===== config.mk =====
export PLATFORM = sky130hd
export DESIGN_NAME = hps_pin_select
export DESIGN_NICKNAME = d
export VERILOG_FILES = /design/src/core/hps_pkg.sv /design/src/core/hps_sync_if.sv /design/src/core/hps_sync_bank.sv /design/src/core/hps_pin_select.sv
export SDC_FILE = /design/constraint.sdc
export NUM_CORES = 1
export LEC_CHECK = 0
export BUFFER_PORTS_ARGS = -buffer_cell sky130_fd_sc_hd__buf_2
export CAP_MARGIN = 20
export CORE_MARGIN = 2
export CORE_UTILIZATION = 48
export DETAILED_ROUTE_END_ITERATION = 6
export GPL_TIMING_DRIVEN = 0
export HOLD_SLACK_MARGIN = 0.15
export PLACE_DENSITY = 0.78
export SLEW_MARGIN = 0
export SYNTH_ARGS = -nofsm -noshare
export SYNTH_HDL_FRONTEND = slang
export SYNTH_HIERARCHICAL = 1
export SYNTH_SLANG_ARGS = --single-unit

===== constraint.sdc =====
create_clock -name sys_clk -period 1.6 [get_ports sys_clk]
set_input_delay 0.08 -clock sys_clk [delete_from_list [all_inputs] [get_ports sys_clk]]
set_output_delay 0.08 -clock sys_clk [all_outputs]
set_load 0.03 [all_outputs]

===== src/core/hps_pkg.sv =====
// Purpose: shared constants and types of the host port pin selector
// Assumes: one 40 MHz system clock, pins sampled by two flip-flops
// Notes: sync bit positions are used by the top only; the pin bank handles the whole vector
package hps_pkg;
    // ==========================================================
    // widths
    localparam int NUM_GPIO = 4;
    localparam int STRAP_W = 2;
    localparam int LINE_CTRL_W = 8;
    localparam int RTS_CTRL_BIT = 7;
    localparam int SYNC_W = 12;
    // ==========================================================
    // positions inside the synchroniser bank
    localparam int SI_RESET_N = 0;
    localparam int SI_SEL = 1;
    localparam int SI_SCLK = 2;
    localparam int SI_CS = 3;
    localparam int SI_DIN = 4;
    localparam int SI_SDA = 5;
    localparam int SI_CTS = 6;
    localparam int SI_RX = 7;
    localparam int SI_GEN_PIN0 = 8;
    // ==========================================================
    // values after reset
    localparam logic [SYNC_W-1:0] SYNC_RST = 12'h000;
    localparam logic RTS_N_RST = 1'b0;
    localparam logic CS_N_IDLE = 1'b1;
    localparam logic TX_IDLE = 1'b1;
    localparam logic MODE_SPI_RST = 1'b1;
    // ==========================================================
    // timing
    localparam int CLK_KHZ = 40000;
    localparam int I2C_SCL_MAX_KHZ = 400;
    localparam int I2C_SCL_MIN_CYC = (CLK_KHZ + I2C_SCL_MAX_KHZ - 1) / I2C_SCL_MAX_KHZ;
    localparam int RATE_CNT_W = 7;
    localparam logic [RATE_CNT_W-1:0] RATE_CNT_MAX = 7'h7F;
    localparam logic [RATE_CNT_W-1:0] RATE_MIN = RATE_CNT_W'(I2C_SCL_MIN_CYC);
    typedef enum logic {HPS_HW_RESET, HPS_RUN} hps_state_t;
endpackage


===== src/core/hps_sync_if.sv =====
// Purpose: carrier between the top and its pin synchroniser bank
// Assumes: raw pin levels in, two-stage synchronised levels out
// Notes: none
`timescale 1ns/10ps
interface hps_sync_if;
    import hps_pkg::*;
    logic [SYNC_W-1:0] raw;
    logic [SYNC_W-1:0] synced;
    modport feed (output raw, input synced);
    modport bank (input raw, output synced);
endinterface


===== src/core/hps_sync_bank.sv =====
// Purpose: two flip-flop synchroniser for every input pin
// Assumes: inputs asynchronous to sys_clk
// Notes: first stage is read by the second stage only
`timescale 1ns/10ps
module hps_sync_bank
    import hps_pkg::*;
(
    input wire logic sys_clk,
    input wire logic rst,
    hps_sync_if.bank sif
);
    logic [SYNC_W-1:0] meta_reg;
    logic [SYNC_W-1:0] stable_reg;

    always_ff @(posedge sys_clk or posedge rst) begin
        if (rst) begin
            meta_reg <= SYNC_RST;
            stable_reg <= SYNC_RST;
        end else begin
            meta_reg <= sif.raw;
            stable_reg <= meta_reg;
        end
    end

    assign sif.synced = stable_reg;
endmodule


===== src/core/hps_pin_select.sv =====
// Purpose: host port pin selection and pin functions of a serial UART
// Assumes: mode select and address straps static while running
// Notes: all outputs registered; pins pass a two-stage synchroniser
`timescale 1ns/10ps
module hps_pin_select
    import hps_pkg::*;
(
    input wire logic sys_clk,
    input wire logic rst,
    input wire logic reset_n_pin,
    input wire logic spi_select_pin,
    input wire logic sclk_scl_pin,
    input wire logic select_or_addr_strap0,
    input wire logic serial_in_or_addr_strap1,
    input wire logic dout_sda_i,
    output logic dout_sda_o,
    output logic dout_sda_oe,
    output logic irq_n_o,
    output logic irq_n_oe,
    input wire logic clear_to_send_n,
    input wire logic rx_pin,
    output logic tx_pin,
    output logic request_to_send_n,
    input wire logic [NUM_GPIO-1:0] general_pin_i,
    output logic [NUM_GPIO-1:0] general_pin_o,
    output logic [NUM_GPIO-1:0] general_pin_oe,
    input wire logic spi_miso,
    input wire logic i2c_sda_drive_low,
    input wire logic irq_pending,
    input wire logic [LINE_CTRL_W-1:0] line_control_register,
    input wire logic tx_data,
    input wire logic [NUM_GPIO-1:0] gpio_dir_out,
    input wire logic [NUM_GPIO-1:0] gpio_open_drain,
    input wire logic [NUM_GPIO-1:0] gpio_out_data,
    output logic mode_spi,
    output logic [STRAP_W-1:0] addr_strap,
    output logic spi_cs_n,
    output logic spi_mosi,
    output logic spi_sclk_rise,
    output logic spi_sclk_fall,
    output logic i2c_scl,
    output logic i2c_sda_in,
    output logic scl_rate_fault,
    output logic core_reset,
    output logic clock_enable,
    output logic cts_n_sync,
    output logic rx_sync,
    output logic [NUM_GPIO-1:0] gpio_in_data
);
    // ==========================================================
    // pin synchronisers
    hps_sync_if sif ();
    logic [SYNC_W-1:0] s;
    logic sclk_last_reg;
    logic [RATE_CNT_W-1:0] rate_cnt_reg;
    hps_state_t state_reg;
    logic run;

    assign sif.raw = {general_pin_i, rx_pin, clear_to_send_n, dout_sda_i,
                      serial_in_or_addr_strap1, select_or_addr_strap0, sclk_scl_pin,
                      spi_select_pin, reset_n_pin};
    assign s = sif.synced;
    assign run = (state_reg == HPS_RUN);

    hps_sync_bank u_sync (
        .sys_clk(sys_clk),
        .rst(rst),
        .sif(sif)
    );

    // ==========================================================
    // hardware reset state
    always_ff @(posedge sys_clk or posedge rst) begin
        if (rst) begin
            state_reg <= HPS_HW_RESET;
            core_reset <= 1'b1;
            clock_enable <= 1'b0;
        end else begin
            unique case (state_reg)
                HPS_HW_RESET: begin
                    if (s[SI_RESET_N]) begin
                        state_reg <= HPS_RUN;
                    end
                end
                HPS_RUN: begin
                    if (!s[SI_RESET_N]) begin
                        state_reg <= HPS_HW_RESET;
                    end
                end
            endcase
            core_reset <= !s[SI_RESET_N];
            clock_enable <= s[SI_RESET_N];
        end
    end

    // ==========================================================
    // mode and straps caught while held in hardware reset
    always_ff @(posedge sys_clk or posedge rst) begin
        if (rst) begin
            mode_spi <= MODE_SPI_RST;
            addr_strap <= '0;
        end else if (!run) begin
            mode_spi <= s[SI_SEL];
            addr_strap <= {s[SI_DIN], s[SI_CS]};
        end
    end

    // ==========================================================
    // shared host pins
    always_ff @(posedge sys_clk or posedge rst) begin
        if (rst) begin
            spi_cs_n <= CS_N_IDLE;
            spi_mosi <= 1'b0;
            i2c_scl <= 1'b1;
            i2c_sda_in <= 1'b1;
            dout_sda_o <= 1'b0;
            dout_sda_oe <= 1'b0;
        end else if (mode_spi) begin
            spi_cs_n <= s[SI_CS] || !run;
            spi_mosi <= s[SI_DIN];
            i2c_scl <= 1'b1;
            i2c_sda_in <= 1'b1;
            dout_sda_o <= spi_miso;
            dout_sda_oe <= run && !s[SI_CS];
        end else begin
            spi_cs_n <= CS_N_IDLE;
            spi_mosi <= 1'b0;
            i2c_scl <= s[SI_SCLK];
            i2c_sda_in <= s[SI_SDA];
            dout_sda_o <= 1'b0;
            dout_sda_oe <= run && i2c_sda_drive_low;
        end
    end

    // ==========================================================
    // clock edges and I2C rate check
    always_ff @(posedge sys_clk or posedge rst) begin
        if (rst) begin
            sclk_last_reg <= 1'b0;
            spi_sclk_rise <= 1'b0;
            spi_sclk_fall <= 1'b0;
        end else begin
            sclk_last_reg <= s[SI_SCLK];
            spi_sclk_rise <= run && mode_spi && s[SI_SCLK] && !sclk_last_reg;
            spi_sclk_fall <= run && mode_spi && !s[SI_SCLK] && sclk_last_reg;
        end
    end

    always_ff @(posedge sys_clk or posedge rst) begin
        if (rst) begin
            rate_cnt_reg <= '0;
            scl_rate_fault <= 1'b0;
        end else if (!run || mode_spi) begin
            rate_cnt_reg <= '0;
            scl_rate_fault <= 1'b0;
        end else if (s[SI_SCLK] && !sclk_last_reg) begin
            // zero means no scl rise seen yet in this run, so the first rise is never a fault
            rate_cnt_reg <= RATE_CNT_W'(1'b1);
            if (rate_cnt_reg != '0 && rate_cnt_reg < RATE_MIN) begin
                scl_rate_fault <= 1'b1;
            end
        end else if (rate_cnt_reg != '0 && rate_cnt_reg != RATE_CNT_MAX) begin
            rate_cnt_reg <= rate_cnt_reg + 1'b1;
        end
    end

    // ==========================================================
    // interrupt, UART pins and flow control
    always_ff @(posedge sys_clk or posedge rst) begin
        if (rst) begin
            irq_n_o <= 1'b0;
            irq_n_oe <= 1'b0;
            tx_pin <= TX_IDLE;
            rx_sync <= 1'b1;
            cts_n_sync <= 1'b1;
            request_to_send_n <= RTS_N_RST;
        end else begin
            irq_n_o <= 1'b0;
            irq_n_oe <= run && irq_pending;
            tx_pin <= run ? tx_data : TX_IDLE;
            rx_sync <= s[SI_RX];
            cts_n_sync <= s[SI_CTS];
            request_to_send_n <= line_control_register[RTS_CTRL_BIT];
        end
    end

    // ==========================================================
    // general pins
    genvar g;
    generate
        for (g = 0; g < NUM_GPIO; g++) begin : gen_gpio
            always_ff @(posedge sys_clk or posedge rst) begin
                if (rst) begin
                    general_pin_o[g] <= 1'b0;
                    general_pin_oe[g] <= 1'b0;
                    gpio_in_data[g] <= 1'b0;
                end else begin
                    general_pin_o[g] <= gpio_open_drain[g] ? 1'b0 : gpio_out_data[g];
                    general_pin_oe[g] <= gpio_dir_out[g] &&
                        (!gpio_open_drain[g] || !gpio_out_data[g]);
                    gpio_in_data[g] <= s[SI_GEN_PIN0+g];
                end
            end
        end
    endgenerate

    // ==========================================================
    // assertions
    property p_mode_static;
        @(posedge sys_clk) disable iff (rst) run && $past(run) |-> $stable(mode_spi);
    endproperty
    a_mode_static: assert property (p_mode_static) else $error("mode changed in run");
    property p_sda_i2c;
        @(posedge sys_clk) disable iff (rst)
            !$past(rst) && !$past(mode_spi) |-> dout_sda_o == 1'b0 &&
            dout_sda_oe == ($past(run) && $past(i2c_sda_drive_low));
    endproperty
    a_sda_i2c: assert property (p_sda_i2c) else $error("sda drive wrong");
    property p_sda_spi;
        @(posedge sys_clk) disable iff (rst)
            !$past(rst) && $past(mode_spi) |-> dout_sda_o == $past(spi_miso);
    endproperty
    a_sda_spi: assert property (p_sda_spi) else $error("spi output not routed");
    property p_scl_route;
        @(posedge sys_clk) disable iff (rst)
            !$past(rst) && !$past(mode_spi) |-> i2c_scl == $past(s[SI_SCLK]);
    endproperty
    a_scl_route: assert property (p_scl_route) else $error("scl not routed");
    property p_cs_idle;
        @(posedge sys_clk) disable iff (rst)
            !mode_spi ##1 !mode_spi |-> spi_cs_n && !spi_sclk_rise;
    endproperty
    a_cs_idle: assert property (p_cs_idle) else $error("spi active in i2c");
    property p_strap_hold;
        @(posedge sys_clk) disable iff (rst) run ##1 run |-> $stable(addr_strap);
    endproperty
    a_strap_hold: assert property (p_strap_hold) else $error("strap moved");
    property p_irq;
        @(posedge sys_clk) disable iff (rst)
            run && irq_pending |=> irq_n_oe && !irq_n_o;
    endproperty
    a_irq: assert property (p_irq) else $error("irq not asserted");
    property p_hw_reset;
        @(posedge sys_clk) disable iff (rst)
            !s[SI_RESET_N] |=> core_reset && !clock_enable ##1 !spi_sclk_rise;
    endproperty
    a_hw_reset: assert property (p_hw_reset) else $error("clock active in reset");
    property p_rts;
        @(posedge sys_clk) disable iff (rst)
            !$past(rst) |-> request_to_send_n == $past(line_control_register[RTS_CTRL_BIT]);
    endproperty
    a_rts: assert property (p_rts) else $error("rts mismatch");
    property p_gpio_od;
        @(posedge sys_clk) disable iff (rst)
            !$past(rst) && $past(gpio_open_drain[0]) |-> !general_pin_o[0] &&
            general_pin_oe[0] == ($past(gpio_dir_out[0]) && !$past(gpio_out_data[0]));
    endproperty
    a_gpio_od: assert property (p_gpio_od) else $error("open drain wrong");
    property p_cts;
        @(posedge sys_clk) disable iff (rst) !$past(rst) |-> cts_n_sync == $past(s[SI_CTS]);
    endproperty
    a_cts: assert property (p_cts) else $error("cts not passed");
    property p_tx;
        @(posedge sys_clk) disable iff (rst)
            $past(run) && !$past(rst) |-> tx_pin == $past(tx_data);
    endproperty
    a_tx: assert property (p_tx) else $error("tx not passed");
    c_spi_rise: cover property (@(posedge sys_clk) disable iff (rst) spi_sclk_rise);
    c_i2c_drive: cover property (@(posedge sys_clk) disable iff (rst)
        run && !mode_spi && dout_sda_oe);
    c_rate_fault: cover property (@(posedge sys_clk) disable iff (rst) scl_rate_fault);
    c_reenter: cover property (@(posedge sys_clk) disable iff (rst) run ##1 !run);
endmodule


Word-level counts from Yosys, hierarchy flattened
Cells that the tools add are included.
W data, S select, Z words.

word-level totals
  memory bits (read-only) = 0
  register bits = 64
  memories = 0
  output and inout port bits = 32
  latch bits = 0
  bits of input ports = 38
  word-level logic and storage cells = 95
  memory bits (writable) = 0

operators by class
  shift-type cells = 0
  div/mod/pow operators = 0
  bitwise gates (word level) = 0
  reduce and logical (&&, ||, !) cells = 39
  order comparisons = 1
  $mul = 0
  add/sub/neg operators = 1
  eq/ne operators = 1
  muxes and demuxes = 18

operators by type and width
  kind                   number
  $mux W7                3
  $logic_and A1 B1 Y1    15
  $mux W1                15
  $logic_not A1 Y1       13
  $add A7 B1 Y7 const B  1
  $lt A7 B7 Y1 const B   1
  $ne A7 B7 Y1 const B   1
  $reduce_bool A7 Y1     1
  $logic_or A1 B1 Y1     6
  $reduce_bool A2 Y1     2
  $reduce_bool A3 Y1     1
  $reduce_and A2 Y1      1

Logic depth before layout (Yosys ltp)
  depth after elaboration = 5
  depth in mapped cells = 5
  depth with buffers taken out = 5

Modules after synthesis
The synthesis kept the hierarchy.

modules (own cells, without submodules)
  module          instances  sequential area each (um^2)  area an instance (um^2)  cells each
  hps_pin_select  1          985.9                        1443.9                   109
  hps_sync_bank   1          600.6                        604.3                    25

Worst setup path before layout
No wires, ideal clock.

  kind = reg2reg
  from = register, netlist name clock_enable
  to = register rate_cnt_reg[2]
  arrival = 1.148 ns
  setup slack = 0.348 ns
  stages on the path, launching flop included = 4
  period minus slack after synthesis = 1.252 ns
  buffers on the path = 0
  required time = 1.497 ns
  library setup time = 0.103 ns
  path through = dfrtp_1 nand2b_2 nand2b_4 o41ai_2

RTL lines
  item                  RTL line               RTL
  to (signal assigned)  hps_pin_select.sv:158  rate_cnt_reg <= RATE_CNT_W'(1'b1);
  to (signal assigned)  hps_pin_select.sv:163  rate_cnt_reg <= rate_cnt_reg + 1'b1;
  to (decl)             hps_pin_select.sv:55   logic [RATE_CNT_W-1:0] rate_cnt_reg;

Worst setup path after layout
  from = register rate_cnt_reg[0]
  to = register rate_cnt_reg[2]

between the ends
  word-level cells in the longest chain between the ends = 4
  elaborated cells between the ends (all ways) = 8
  those cells by class = add/sub: 1; eq/ne: 1; mux: 3; reduce/logical: 3

ends and longest elaborated chain
  item           RTL line               RTL
  $add A7 B1 Y7  hps_pin_select.sv:163
  $mux W7        hps_pin_select.sv:162  end else if (rate_cnt_reg != '0 && rate_cnt_reg != RATE_CNT_MAX) begin
  $mux W7        hps_pin_select.sv:156  end else if (s[SI_SCLK] && !sclk_last_reg) begin
  $mux W7        hps_pin_select.sv:153  end else if (!run || mode_spi) begin

Several ways; a longest one is shown, not always the timed one. The select of a mux whose other input is x is not followed.
A chain may end at the register's enable or synchronous reset.

==> reports/metrics.yaml <==
status:
  status: "complete, no violations"
setup_path:
  critical-path-max-stage-delay_ns: 0.41
  cp_max_fo: 4
  crit_chain: "ha_1 > nand3_1 > nor2_1 > o211ai_1 > o41ai_2"
  crit_type: "reg -> reg"
  critPathRequiredTime_ns: 1.82
  cp-end-kind: "register"
  arrival_ns: 1.60
  start_kind: "register"
  slowest_stage: "dfrtp_1"
placed_design:
  dp_hpwl_mm: 2.216
  placed_area_um2: 2416
  place_congestion: 0.7475
  dp_cells: 245
  port_buffers: 61
logic_synthesis:
  avgSynthCellArea_um2: 15.29
  synth_cells: 134
  synth-seq-area-share_pct: 77.46
  yosys_warnings: 6
  synth_top_area_share_pct: 67.20
  syn_area_um2: 2048
  yosysTopAreaCell: "dfrtp_1"
  yosys.cell_types.count: 33
  syn_nets: 174
  synth_area_leaders: "dfrtp_1 (67%), dfstp_2 (10%), nor2b_1 (1.5%), a21boi_0 (1.5%), inv_1 (1.5%)"
  ys_ff_latch: 63
drt:
  firstDrtPassIters: 4
  drc_errors: 0
  vias: 1383
  wirelength_mm: 4.152
  ant_nets: 0
  first_iter_violations: 51
  wl_per_cell_um: 14.07
  vias_per_cell: 4.688
timing:
  hold_violations: 0
  rsz0062_at_grt: "false"
  finalSetupViolCount: 0
  slew_violations: 0
  skew_ns: 0.005736
  setup-tns-final_ns: 0
  fmax_mhz: 724.9
  timing.slew.headroom_pct: 45.82
  worst_slew_pin_slew_ns: 0.8118
  timing.final.crit_share_pct: 86.22
  fin_crit_ns: 1.380
power_and_ir_drop:
  p_switching_mw: 0.7845
  vdd_drop_max_v: 0.0008780
  power_frac_comb_pct: 10.0
  p_leak_nw: 1.448
  netSwitchingFraction_pct: 22.67
  p_per_area_nw_per_um2: 1166
  power_frac_seq_pct: 49.6
  internal-power_mw: 2.676
  pwr-share-clk_pct: 40.4
cells_and_area:
  post-route-util_pct: 73.11
  antenna_cells: 0
  final_cells: 295
  layout.nets: 280
  area_growth_pct: 44.84
  finalInstanceArea_um2: 2967
  layout_common_cells: "buf_2 (61), dfrtp_1 (55), dlygate4sd3_1 (34)"
  final_common_cell: "buf_2"
  drive_gt1_share_pct: 39.18
clock_tree:
  clock_latency_ns: 0.33
  clockBufferDepth: 2
  cts_resized: 0
  cts_tree: "yes"
  root_buffer: "clkbuf_8"
  cts.sinks: 63
  post_cts.repair.setup_buffers: 0
  numCtsBuffers: 9
  hold_buffers: 34
  clkTransAtPathRegs_ns: 0.06
  h-tree-depth: 3
global_routing:
  use_met2_pct: 35.58
  grt_max_degree: 40
  grtUsageMet1_pct: 19.68
  met3_usage_pct: 5.233
  grt_pass1_wl_mm: 6.817
  top_usage_layer: "met2"
  track_usage_pct: 19.34
  grt_overflow_total: 0
  antenna_found_initial: 0
  grt_pass1_vias: 1464
floorplanning:
  start_util_pct: 50.48
  pin_count: 70
  die_w_um: 69.33
  num_rows: 23
  dieArea_um2: 4806
  core_um2: 4058
  chipHeight_um: 69.33
flow_run:
  max_cap_violations: 0
min_path:
  min_path_type: "reg -> reg"
-- per-layer routing --
layer	share of wire, %	up-vias
li1	-	655
met1	35	676
met2	58	41
met3	4.6	11
met4	2.2	0
met5	0	-
-- power groups by stage --
| stage | registers [mW] | clock network, mW | logic [mW] |
|---|---|---|---|
| 3_3_place_gp | 1.74 | 0 | 0.272 |
| 6_report | 1.72 | 1.40 | 0.345 |
| 4_1_cts | 1.71 | 1.43 | 0.342 |
| 3_5_place_dp | 1.74 | 0 | 0.277 |
| 2_1_floorplan | 1.83 | 0 | 0.0809 |
| 5_1_grt | 1.72 | 1.52 | 0.373 |
-- Yosys cell counts, drive strengths merged --
master	n
o41ai	1
conb	1
a21boi	4
o211a	1
dfstp	8
o2111ai	1
buf	1
a21oi	2
o21ai	5
and2	3
o211ai	2
ha	2
nand2	3
nor2b	5
and3	3
dfrtp	55
nand3	5
inv	8
nor2	7
or2	4
a31oi	3
mux2	2
nor3	1
nand2b	4
xor2	2
nor3b	1
-- worst max-delay path, delay by kind of cell, from the launching register on --
kind	cells	cell delay (ns)
AOI/OAI and AO/OA	2	0.22
adders and majority gates	1	0.22
DFF	1	0.41
and+or+nand+nor	2	0.42
-- stage by stage --
stage	hold slack [ns]	worst slack, ns	power [mW]
5_1_grt	0.3605	0.1167	3.619
2_1_floorplan	0.09462	0.3482	1.913
3_3_place_gp	0.1876	0.1646	2.011
4_1_cts	0.3491	0.2274	3.488
6_report	0.3469	0.2204	3.460
3_5_place_dp	0.1893	0.2696	2.018
-- path summary, 6_finish.rpt --
kind | start | to | slack, ns | cells after the start
worst max-delay path | rate_cnt_reg[0] | rate_cnt_reg[2] | 0.22 | 5
worst min-delay path | u_sync/sif.synced[11] | gpio_in_data[3] | 0.35 | 0
worst max register to register | rate_cnt_reg[0] | rate_cnt_reg[2] | 0.22 | 5
worst min register to register | u_sync/sif.synced[11] | gpio_in_data[3] | 0.35 | 0
max in group asynchronous | rst | u_sync/sif.synced[7] | 0.64 | 3
min in group asynchronous | rst | addr_strap[0] | 0.44 | 3
-- cells by family (layout without fill, tap and decap cells) --
family | Yosys count | in the layout | share of synthesized area (%)
flip-flops | 63 | 63 | 77.46
AND/OR/NAND/NOR | 36 | 36 | 10.45
AO/OA/AOI/OAI | 19 | 19 | 6.903
buffers and inverters | 9 | 120 | 1.833
adder cells (fa/ha/maj) | 2 | 2 | 1.222
XOR/XNOR | 2 | 2 | 0.8554
multiplexers | 2 | 2 | 1.099
other | 1 | 1 | 0.1831
-- cell type report --
type	count	area, um2
multi-input cells	62	424.2
plain buffers	1	7.507
clock inverters	2	37.54
inverters	8	30.03
clock buffers	14	172.7
flip-flops and latches	63	1587
well taps	50	62.56
fillers	256	1091
repair buffers	95	645.6
Note: power is estimated with default switching activity, not from simulation.
